$ cat src/hw/qsp_defines.svh
// Constants for the quad serial port glue: address map, switch codes and clock rates.
// Assumes inclusion by bare name from the package and the design modules.
`ifndef QSP_DEFINES_SVH
`define QSP_DEFINES_SVH

`define QSP_NUM_PORTS      4
`define QSP_ADDR_W         10
`define QSP_IRQ_LINES      16
`define QSP_IRQ_SEL_W      4
`define QSP_PORT_SPAN_BITS 3
`define QSP_LEGACY_BASE1   10'h3f8
`define QSP_LEGACY_BASE2   10'h2f8
`define QSP_LEGACY_BASE3   10'h3e8
`define QSP_LEGACY_BASE4   10'h2e8
`define QSP_REL_PORT_OFS1  5'h00
`define QSP_REL_PORT_OFS2  5'h08
`define QSP_REL_PORT_OFS3  5'h10
`define QSP_REL_PORT_OFS4  5'h18
`define QSP_WINDOW_BITS    5
`define QSP_REL_BASE_MIN   10'h200
`define QSP_MODE_IRQ_BIT   0
`define QSP_MODE_MAP_BIT   1
`define QSP_SYS_CLK_HZ     125000000
`define QSP_REF_FAST_HZ    14745600
`define QSP_REF_SLOW_HZ    1843200
`define QSP_NCO_BITS       24
`define QSP_HOLD_W         16

`endif

$ cat src/hw/qsp_pkg.sv
// Types shared by the quad serial port glue modules.
// Assumes qsp_defines.svh is on the include path.
`include "qsp_defines.svh"

package qsp_pkg;

    // Driver-enable jumper codes.
    typedef enum logic [1:0] {
        QSP_DE_AUTO = 2'h0,
        QSP_DE_RTS  = 2'h1,
        QSP_DE_ON   = 2'h2
    } qsp_de_mode_t;

    // Direction state of one port in automatic mode.
    typedef enum logic [1:0] {
        QSP_DIR_RX = 2'h1,
        QSP_DIR_TX = 2'h2
    } qsp_dir_state_t;

    // Every input from outside the clock domain except autoHoldTicks, synchronised as one word.
    typedef struct packed {
        logic                                          ioRdN;
        logic                                          ioWrN;
        logic [`QSP_NUM_PORTS-1:0]                     uartTxd;
        logic [`QSP_NUM_PORTS-1:0]                     lineRxd;
        logic                                          ioAen;
        logic [`QSP_ADDR_W-1:0]                        ioAddr;
        logic [`QSP_NUM_PORTS-1:0]                     uartRts;
        logic                                          speedSwitch;
        logic [1:0]                                    modeSwitch;
        logic [4:0]                                    baseSwitch;
        logic [`QSP_NUM_PORTS-1:0][1:0]                deJumper;
        logic [`QSP_NUM_PORTS-1:0][`QSP_IRQ_SEL_W-1:0] irqSel;
        logic [`QSP_NUM_PORTS-1:0]                     uartIrq;
    } qsp_pins_t;

    // Line side of one port.
    typedef struct packed {
        logic txOut;
        logic txOe;
        logic rxToUart;
    } qsp_line_t;

endpackage : qsp_pkg

$ cat src/hw/qsp_addr_decode.sv
// Host I/O address decoder for the four UART chip selects.
// Assumes synchronised address, address-enable and switch inputs on the same clock.
`timescale 1ns/1ps
`include "qsp_defines.svh"

module qsp_addr_decode
    import qsp_pkg::*;
(
    input  wire logic [`QSP_ADDR_W-1:0]    addr,
    input  wire logic                      aen,
    input  wire logic                      legacyMap,
    input  wire logic [4:0]                baseSwitch,
    output logic      [`QSP_NUM_PORTS-1:0] portHit
);

    // True when both addresses fall in the same eight-byte port block.
    function automatic logic sameBlock(input logic [`QSP_ADDR_W-1:0] a,
                                       input logic [`QSP_ADDR_W-1:0] b);
        sameBlock = (a[`QSP_ADDR_W-1:`QSP_PORT_SPAN_BITS] == b[`QSP_ADDR_W-1:`QSP_PORT_SPAN_BITS]);
    endfunction : sameBlock

    // A closed switch reads as one and clears its base bit.
    wire logic [`QSP_ADDR_W-1:0] relBase = `QSP_REL_BASE_MIN
                                         | {1'b0, ~baseSwitch[4], ~baseSwitch[3:0], 4'h0};
    wire logic [`QSP_ADDR_W-1:0] legacyBase [`QSP_NUM_PORTS];
    wire logic [`QSP_WINDOW_BITS-1:0] relOfs [`QSP_NUM_PORTS];

    assign legacyBase[0] = `QSP_LEGACY_BASE1;
    assign legacyBase[1] = `QSP_LEGACY_BASE2;
    assign legacyBase[2] = `QSP_LEGACY_BASE3;
    assign legacyBase[3] = `QSP_LEGACY_BASE4;
    assign relOfs[0]     = `QSP_REL_PORT_OFS1;
    assign relOfs[1]     = `QSP_REL_PORT_OFS2;
    assign relOfs[2]     = `QSP_REL_PORT_OFS3;
    assign relOfs[3]     = `QSP_REL_PORT_OFS4;

    for (genvar p = 0; p < `QSP_NUM_PORTS; p++) begin : g_port
        wire logic [`QSP_ADDR_W-1:0] relPortBase = relBase
                                                 + {{(`QSP_ADDR_W-`QSP_WINDOW_BITS){1'b0}}, relOfs[p]};
        wire logic legacyHit = sameBlock(addr, legacyBase[p]);
        wire logic relHit    = sameBlock(addr, relPortBase);
        assign portHit[p] = !aen && (legacyMap ? legacyHit : relHit);
    end

endmodule : qsp_addr_decode

$ cat src/hw/qsp_dir_ctrl.sv
// Line-driver direction control for one serial port.
// Assumes synchronised TXD and RTS and a reference tick enable on the same clock.
`timescale 1ns/1ps
`include "qsp_defines.svh"

module qsp_dir_ctrl
    import qsp_pkg::*;
#(
    parameter int HOLD_W = `QSP_HOLD_W
)
(
    input  wire logic              clk,
    input  wire logic              nrst,
    input  wire logic              refTick,
    input  wire logic [1:0]        deMode,
    input  wire logic              txd,
    input  wire logic              rts,
    input  wire logic [HOLD_W-1:0] holdTicks,
    output logic                   drvEn,
    output logic                   rxMask
);

    qsp_dir_state_t    state;
    qsp_dir_state_t    next_state;
    logic [HOLD_W-1:0] idleCnt;
    logic [HOLD_W-1:0] next_idleCnt;

    wire logic modeAuto = (deMode == QSP_DE_AUTO);
    wire logic modeRts  = (deMode == QSP_DE_RTS);
    wire logic modeOn   = (deMode == QSP_DE_ON);
    wire logic holdDone = (idleCnt >= holdTicks);

    // A low TXD is a start bit or data; the driver stays on until the line has idled
    // high for the hold time, which must cover the last stop bit at the chosen baud.
    always_comb begin
        next_state   = state;
        next_idleCnt = idleCnt;
        case (state)
            QSP_DIR_RX: begin
                next_idleCnt = '0;
                if (modeAuto && !txd) begin
                    next_state = QSP_DIR_TX;
                end
            end
            QSP_DIR_TX: begin
                if (!modeAuto) begin
                    next_state = QSP_DIR_RX;
                end else if (!txd) begin
                    next_idleCnt = '0;
                end else if (holdDone) begin
                    next_state = QSP_DIR_RX;
                end else if (refTick) begin
                    next_idleCnt = idleCnt + 1'b1;
                end
            end
            default: begin
                next_state   = QSP_DIR_RX;
                next_idleCnt = '0;
            end
        endcase
    end

    always_ff @(posedge clk) begin
        if (!nrst) begin
            state   <= QSP_DIR_RX;
            idleCnt <= '0;
        end else begin
            state   <= next_state;
            idleCnt <= next_idleCnt;
        end
    end

    // Auto follows direction, RTS gates the driver, ON drives permanently.
    assign drvEn = (modeAuto && state == QSP_DIR_TX)
                || (modeRts && rts)
                || modeOn;
    // Half-duplex modes hide the local echo from the receiver while driving.
    assign rxMask = drvEn && !modeOn;

endmodule : qsp_dir_ctrl

$ cat src/hw/qsp_card.sv
// Top of the quad serial port glue: host decode, interrupt routing, reference clock
// enable and per-port line-driver control.
// Assumes external UARTs and line transceivers; all pins are asynchronous to clk.
//
// Functional notes
// - In two-wire mode the driver turns around itself, no handshake or software.
// - Half duplex: never drive the shared pair while receiving.
// - Each port has its own driver mode; auto follows detected data direction.
// - RTS mode enables the driver only while the UART RTS output is high.
// - RTS mode with RTS low leaves the driver output in high impedance.
// - ON mode keeps the driver permanently enabled, for four-wire full duplex.
// - Interrupt switch on: all ports share port 1 line; off: own lines.
// - Map switch on selects the fixed legacy map, off the relocatable window.
// - Legacy map places ports at 3F8h, 2F8h, 3E8h, 2E8h, eight bytes each.
// - Relocatable map: 32-byte window, ports at base plus 00h, 08h, 10h, 18h.
// - Speed switch on gives 14.7456 MHz reference, off gives 1.8432 MHz.
`timescale 1ns/1ps
`include "qsp_defines.svh"

module qsp_card
    import qsp_pkg::*;
#(
    parameter int NUM_PORTS = `QSP_NUM_PORTS,
    parameter int IRQ_LINES = `QSP_IRQ_LINES,
    parameter int NCO_BITS  = `QSP_NCO_BITS,
    parameter int HOLD_W    = `QSP_HOLD_W
)
(
    input  wire logic                                   clk,
    input  wire logic                                   nrst,
    input  wire logic [`QSP_ADDR_W-1:0]                 ioAddr,
    input  wire logic                                   ioAen,
    input  wire logic                                   ioRdN,
    input  wire logic                                   ioWrN,
    input  wire logic                                   speed_switch_bank,
    input  wire logic [1:0]                             mode_switch_bank,
    input  wire logic [4:0]                             baseAddrSwitch,
    input  wire logic [1:0]                             port1_driver_enable_jumper,
    input  wire logic [1:0]                             port2_driver_enable_jumper,
    input  wire logic [1:0]                             port3_driver_enable_jumper,
    input  wire logic [1:0]                             port4_driver_enable_jumper,
    input  wire logic [`QSP_IRQ_SEL_W-1:0]              port1_irq_line_select,
    input  wire logic [`QSP_IRQ_SEL_W-1:0]              port2_irq_line_select,
    input  wire logic [`QSP_IRQ_SEL_W-1:0]              port3_irq_line_select,
    input  wire logic [`QSP_IRQ_SEL_W-1:0]              port4_irq_line_select,
    input  wire logic [HOLD_W-1:0]                      autoHoldTicks,
    input  wire logic [NUM_PORTS-1:0]                   uartTxd,
    input  wire logic [NUM_PORTS-1:0]                   uartRts,
    input  wire logic [NUM_PORTS-1:0]                   uartIrq,
    input  wire logic [NUM_PORTS-1:0]                   lineRxd,
    output logic      [NUM_PORTS-1:0]                   uartSel,
    output logic                                        uartRdStb,
    output logic                                        uartWrStb,
    output logic                                        cardHit,
    output logic                                        uartRefTick,
    output logic      [IRQ_LINES-1:0]                   irqOut,
    output logic      [NUM_PORTS-1:0]                   lineTxOut,
    output logic      [NUM_PORTS-1:0]                   lineTxOe,
    output logic      [NUM_PORTS-1:0]                   uartRxd
);

    localparam int PINS_W = $bits(qsp_pins_t);
    localparam int HI_W   = 2 + 2 * `QSP_NUM_PORTS;

    // Idle-high inputs reset high so that no strobe or start bit appears at release.
    localparam logic [PINS_W-1:0] PINS_RST = {{HI_W{1'b1}}, {(PINS_W-HI_W){1'b0}}};

    localparam logic [63:0] SYS_HZ64 = 64'(`QSP_SYS_CLK_HZ);
    localparam logic [NCO_BITS-1:0] INC_FAST =
        NCO_BITS'((64'(`QSP_REF_FAST_HZ) << NCO_BITS) / SYS_HZ64);
    localparam logic [NCO_BITS-1:0] INC_SLOW =
        NCO_BITS'((64'(`QSP_REF_SLOW_HZ) << NCO_BITS) / SYS_HZ64);

    // Two-stage synchroniser for every pin input except autoHoldTicks.
    qsp_pins_t pinsRaw;
    qsp_pins_t pinsMeta;
    qsp_pins_t pins;

    assign pinsRaw.ioRdN       = ioRdN;
    assign pinsRaw.ioWrN       = ioWrN;
    assign pinsRaw.uartTxd     = uartTxd;
    assign pinsRaw.lineRxd     = lineRxd;
    assign pinsRaw.ioAen       = ioAen;
    assign pinsRaw.ioAddr      = ioAddr;
    assign pinsRaw.uartRts     = uartRts;
    assign pinsRaw.speedSwitch = speed_switch_bank;
    assign pinsRaw.modeSwitch  = mode_switch_bank;
    assign pinsRaw.baseSwitch  = baseAddrSwitch;
    assign pinsRaw.deJumper[0] = port1_driver_enable_jumper;
    assign pinsRaw.deJumper[1] = port2_driver_enable_jumper;
    assign pinsRaw.deJumper[2] = port3_driver_enable_jumper;
    assign pinsRaw.deJumper[3] = port4_driver_enable_jumper;
    assign pinsRaw.irqSel[0]   = port1_irq_line_select;
    assign pinsRaw.irqSel[1]   = port2_irq_line_select;
    assign pinsRaw.irqSel[2]   = port3_irq_line_select;
    assign pinsRaw.irqSel[3]   = port4_irq_line_select;
    assign pinsRaw.uartIrq     = uartIrq;

    always_ff @(posedge clk) begin
        if (!nrst) begin
            pinsMeta <= qsp_pins_t'(PINS_RST);
            pins     <= qsp_pins_t'(PINS_RST);
        end else begin
            pinsMeta <= pinsRaw;
            pins     <= pinsMeta;
        end
    end

    // Host address decode.
    wire logic legacyMap   = pins.modeSwitch[`QSP_MODE_MAP_BIT];
    wire logic sharedIrq   = pins.modeSwitch[`QSP_MODE_IRQ_BIT];
    wire logic hostRd      = !pins.ioRdN;
    wire logic hostWr      = !pins.ioWrN;
    wire logic hostStrobe  = hostRd || hostWr;
    logic [NUM_PORTS-1:0] portHit;

    qsp_addr_decode u_decode (
        .addr       (pins.ioAddr),
        .aen        (pins.ioAen),
        .legacyMap  (legacyMap),
        .baseSwitch (pins.baseSwitch),
        .portHit    (portHit)
    );

    // Chip selects qualify the decode with an active strobe; a write with a read
    // at once is ignored as a bus fault.
    wire logic strobeOk = hostStrobe && !(hostRd && hostWr);
    wire logic [NUM_PORTS-1:0] next_uartSel = strobeOk ? portHit : '0;

    always_ff @(posedge clk) begin
        if (!nrst) begin
            uartSel   <= '0;
            uartRdStb <= 1'b0;
            uartWrStb <= 1'b0;
            cardHit   <= 1'b0;
        end else begin
            uartSel   <= next_uartSel;
            uartRdStb <= strobeOk && hostRd && (|portHit);
            uartWrStb <= strobeOk && hostWr && (|portHit);
            cardHit   <= |next_uartSel;
        end
    end

    // Reference clock enable from a phase accumulator; the carry marks each tick.
    logic [NCO_BITS-1:0] ncoAcc;
    wire logic [NCO_BITS-1:0] ncoInc = pins.speedSwitch ? INC_FAST : INC_SLOW;
    wire logic [NCO_BITS:0]   ncoSum = {1'b0, ncoAcc} + {1'b0, ncoInc};

    always_ff @(posedge clk) begin
        if (!nrst) begin
            ncoAcc      <= '0;
            uartRefTick <= 1'b0;
        end else begin
            ncoAcc      <= ncoSum[NCO_BITS-1:0];
            uartRefTick <= ncoSum[NCO_BITS];
        end
    end

    // Interrupt routing onto the host lines.
    function automatic logic routesTo(input logic [`QSP_IRQ_SEL_W-1:0] sel,
                                      input logic [`QSP_IRQ_SEL_W-1:0] line);
        routesTo = (sel == line);
    endfunction : routesTo

    logic [IRQ_LINES-1:0] next_irqOut;

    for (genvar l = 0; l < IRQ_LINES; l++) begin : g_irq
        wire logic [`QSP_IRQ_SEL_W-1:0] lineId = `QSP_IRQ_SEL_W'(l);
        wire logic [NUM_PORTS-1:0] srcHit;
        for (genvar p = 0; p < NUM_PORTS; p++) begin : g_src
            wire logic [`QSP_IRQ_SEL_W-1:0] selUsed = sharedIrq ? pins.irqSel[0]
                                                                : pins.irqSel[p];
            assign srcHit[p] = pins.uartIrq[p] && routesTo(selUsed, lineId);
        end
        assign next_irqOut[l] = |srcHit;
    end

    always_ff @(posedge clk) begin
        if (!nrst) begin
            irqOut <= '0;
        end else begin
            irqOut <= next_irqOut;
        end
    end

    // Per-port line driver control.
    logic [NUM_PORTS-1:0] drvEn;
    logic [NUM_PORTS-1:0] rxMask;

    for (genvar p = 0; p < NUM_PORTS; p++) begin : g_line
        qsp_dir_ctrl #(
            .HOLD_W (HOLD_W)
        ) u_dir (
            .clk       (clk),
            .nrst      (nrst),
            .refTick   (uartRefTick),
            .deMode    (pins.deJumper[p]),
            .txd       (pins.uartTxd[p]),
            .rts       (pins.uartRts[p]),
            .holdTicks (autoHoldTicks),
            .drvEn     (drvEn[p]),
            .rxMask    (rxMask[p])
        );
    end

    // Data and its enable are registered together so the line never sees a bit
    // before the driver turns on.
    always_ff @(posedge clk) begin
        if (!nrst) begin
            lineTxOut <= '1;
            lineTxOe  <= '0;
            uartRxd   <= '1;
        end else begin
            lineTxOut <= pins.uartTxd;
            lineTxOe  <= drvEn;
            uartRxd   <= pins.lineRxd | rxMask;
        end
    end

endmodule : qsp_card

$ cat config.mk
export PLATFORM = sky130hd
export DESIGN_NAME = qsp_card
export DESIGN_NICKNAME = d
export VERILOG_FILES = /design/src/hw/qsp_pkg.sv /design/src/hw/qsp_addr_decode.sv /design/src/hw/qsp_dir_ctrl.sv /design/src/hw/qsp_card.sv
export VERILOG_INCLUDE_DIRS = /design/src /design/src/hw
export SDC_FILE = /design/constraint.sdc
export NUM_CORES = 1
export LEC_CHECK = 0
export BUFFER_PORTS_ARGS = -buffer_cell sky130_fd_sc_hd__clkbuf_2
export CAP_MARGIN = 20
export CORE_UTILIZATION = 30
export CTS_BUF_LIST = sky130_fd_sc_hd__clkbuf_16
export DETAILED_ROUTE_END_ITERATION = 6
export SYNTH_ARGS = -nofsm -noshare
export SYNTH_HDL_FRONTEND = slang
export SYNTH_SLANG_ARGS = --single-unit
$ cat constraint.sdc
create_clock -name clk -period 4.85 [get_ports clk]
set_clock_uncertainty 0.05 [all_clocks]
set_input_delay 0.7275 -clock clk [delete_from_list [all_inputs] [get_ports clk]]
set_output_delay 0.7275 -clock clk [all_outputs]
set_load 0.005 [all_outputs]
==> metrics.txt <==
syn nets 1440; Routed WL 27760 µm; Clock transition at path regs 0.06 ns; Rows 71; H-tree depth 1; Hold Crit Start uartTxd[1]; worst r2r dst ncoAcc[20]$_SDFF_PN0_; Setup Viol. Count Final 0; drt pass-1 iters 5; worst r2r path cells 9; I/O Pins 115; post-synthesis register bit count 247; Switching Share 25.70%; global route overflow 0; top cell type's share of synthesized area 42.71%; most frequent cells in the layout 247 x dfxtp_1, 126 x and2_1, 110 x clkbuf_2; min-delay worst type in -> reg; post-DP HPWL 20090 µm; Final Util 35.88%; Comb pwr share 11.5%; residual DRC count 0; clock share of power 43.3%; destination of the worst hold path pinsMeta[56]$_SDFF_PN1_; max_cap viols 0; share of layout cells above drive strength 1 13.42%; fmax 308.3 MHz; Sequential Power Share 45.1%; Critical Path Fanout Max 9; critical path class reg -> reg; fin crit share 66.88%; Num CTS Buffers 28; Core Area 0.03784 mm²; Clk Tree Root Cell clkbuf_16; Synth warnings 0; Internal 3.640 mW; Via density 4.875; setup ws final 1.606 ns; pwr dens 360.8 mW/mm²; dpl cells 1860; minimum clock period 3.244 ns; fillers 3879; largest net degree at the start of global routing 81; PortBufs 111; first-pass GRT wire length 44390 µm; critical path endpoint category flop; Starting Density 30.59%; worst slew pin tran 1.015 ns; syn avg cell area 9.080 µm²; status finished, final reports clean; clk sinks 247; number of enable flip-flop cells after synthesis 0; asr flop ratio synth 0%; Post-CTS Setup Bufs 0; Clock Latency Late Sink 0.58 ns; post-synth cell types 63; worst endpoint data arrival time 3.67 ns; most common cell after layout, fill and taps aside dfxtp_1; R2R Setup Slk 1.61 ns; RSZ-0062 raised after global routing false; CP startpoint kind flop; Layout area overhead 17.28%; area occupied by multi-input gates 0.006307 mm²; deepest clock path buffer count 3; Hold Vio Cnt, Final 0; Synth Instances 1275; normalized max-slew margin 32.31%; GRT Total Usage 14.05%; die span in y 198.4 µm; via count 9321; TNS Setup 0 ns; post-route antenna net violation count 0; Top Layer Used met4; vias in the first global route 8515; net switching power 1.259 mW; Hold-fix buffers, CTS 0; Setup WS pre-CTS 1.254 ns; Seq. cell area 0.004945 mm²; FF-to-FF Start pins[35]$_SDFF_PN0_; metal3 WL 1267 µm; Worst Path Required 5.28 ns; Synth area leaders dfxtp_1 43%, ha_1 9.2%, and2_1 6.8%; post-route non-filler standard cell count 1912; Routability Congestion 0.8538; DR WL/cell 14.52 µm; CTS tree done; Diodes inserted 0; DRT iter0 DRCs 440; VDD IR-drop max 0.0002439 V; hold depth 2; initial antenna violation count 0; Metal-1 WL 13680 µm; die width 198.4 µm; sequential fraction of the synthesis area 42.71%; area of the die 0.03938 mm²; largest area contributor in the synthesized netlist dfxtp_1; mapped cell area 0.01158 mm²; Slew Limit Fails 0; Power, Total 4.899 mW; PostCTS Resize Cnt 0; Leak Pwr 5.430 nW; Post-synth top flop dfxtp_1; Final nets 1544; wire length on met2 12210 µm
-- logic make-up after synthesis --
| logic type | count (synthesis) | share of synthesized area (%) |
|---|---|---|
| AND/OR/NAND/NOR | 524 | 24.89 |
| AO/OA/AOI/OAI | 285 | 16.41 |
| flip-flops | 247 | 42.71 |
| adder cells (fa/ha/maj) | 86 | 9.359 |
| buffers and inverters | 85 | 2.810 |
| XOR/XNOR | 41 | 3.221 |
| multiplexers | 7 | 0.6052 |
-- sequential cells by signal, summed over array words and instances (netlist names), 4 cells and up --
| name | count |
|---|---|
| g_irq.g_src.selUsed | 4 |
| g_line.u_dir.idleCnt | 64 |
| g_line.u_dir.state | 8 |
| irqOut | 16 |
| lineTxOe | 4 |
| lineTxOut | 4 |
| ncoAcc | 23 |
| pins | 53 |
| pinsMeta | 58 |
| uartRxd | 4 |
| uartSel | 4 |
-- per-layer routing --
layer / GRT usage, % / up-vias
met5: 0 / -
met4: 3.761 / 0
met3: 2.272 / 41
met2: 21.68 / 203
met1: 20.13 / 4325
li1: - / 4752
-- synth_stat cells (all sizes together), types with 25 or more instances --
master,n
and2,126
dfxtp,247
ha,85
a21oi,77
nand2b,37
o21ai,45
nor2,68
inv,45
clkbuf,33
a22oi,29
nand2,94
nand3,39
xnor2,25
-- power groups by stage --
stage | registers (mW) | logic [mW] | clock network (mW)
6_report | 2.21 | 0.564 | 2.12
2_1_floorplan | 2.23 | 0.443 | 0
3_3_place_gp | 2.25 | 0.552 | 0
4_1_cts | 2.21 | 0.569 | 2.20
5_1_grt | 2.22 | 0.641 | 2.28
3_5_place_dp | 2.26 | 0.565 | 0
-- critical path, stage by stage (launching register included) --
cell,delay [ns]
dfxtp_1,0.60
inv_1,0.29
ha_1,0.43
nand3_1,0.09
a31oi_1,0.23
o41ai_1,0.13
o41ai_1,0.69
a21boi_0,0.30
xnor2_1,0.19
and2_1,0.15
-- worst max path at each step --
| stage | to | startpoint | slack (ns) |
|---|---|---|---|
| finish | ncoAcc[20]$_SDFF_PN0_ | pins[35]$_SDFF_PN0_ | 1.61 |
| global route | ncoAcc[20]$_SDFF_PN0_ | pins[35]$_SDFF_PN0_ | 1.31 |
| CTS | ncoAcc[20]$_SDFF_PN0_ | pins[35]$_SDFF_PN0_ | 1.58 |
| detailed placement | g_line[0].u_dir.idleCnt[14]$_SDFFE_PN0P_ | autoHoldTicks[15] | 1.25 |
| global placement | g_line[0].u_dir.idleCnt[14]$_SDFFE_PN0P_ | autoHoldTicks[15] | 1.29 |
| floorplan | g_line[1].u_dir.idleCnt[12]$_SDFFE_PN0P_ | autoHoldTicks[0] | 1.86 |
-- stage by stage --
stage / cell area (µm²) / hold WS, ns
after floorplan: 11580 / 0.3363
after global placement: 12640 / 0.3404
after detailed placement: 12640 / 0.3424
after CTS: 13580 / 0.2318
after global routing: 13580 / 0.2585
final: 13580 / 0.2727
-- layout make-up --
cell class / instances / share of cell area, %
sequential: 247 / 36.42
timing repair buffer: 114 / 4.276
clock buffer: 28 / 5.160
clock inverter: 24 / 1.742
multi-input combinational: 943 / 46.45
inverter: 45 / 1.244
tap: 511 / 4.709
Note: power is estimated with default switching activity, not from simulation.
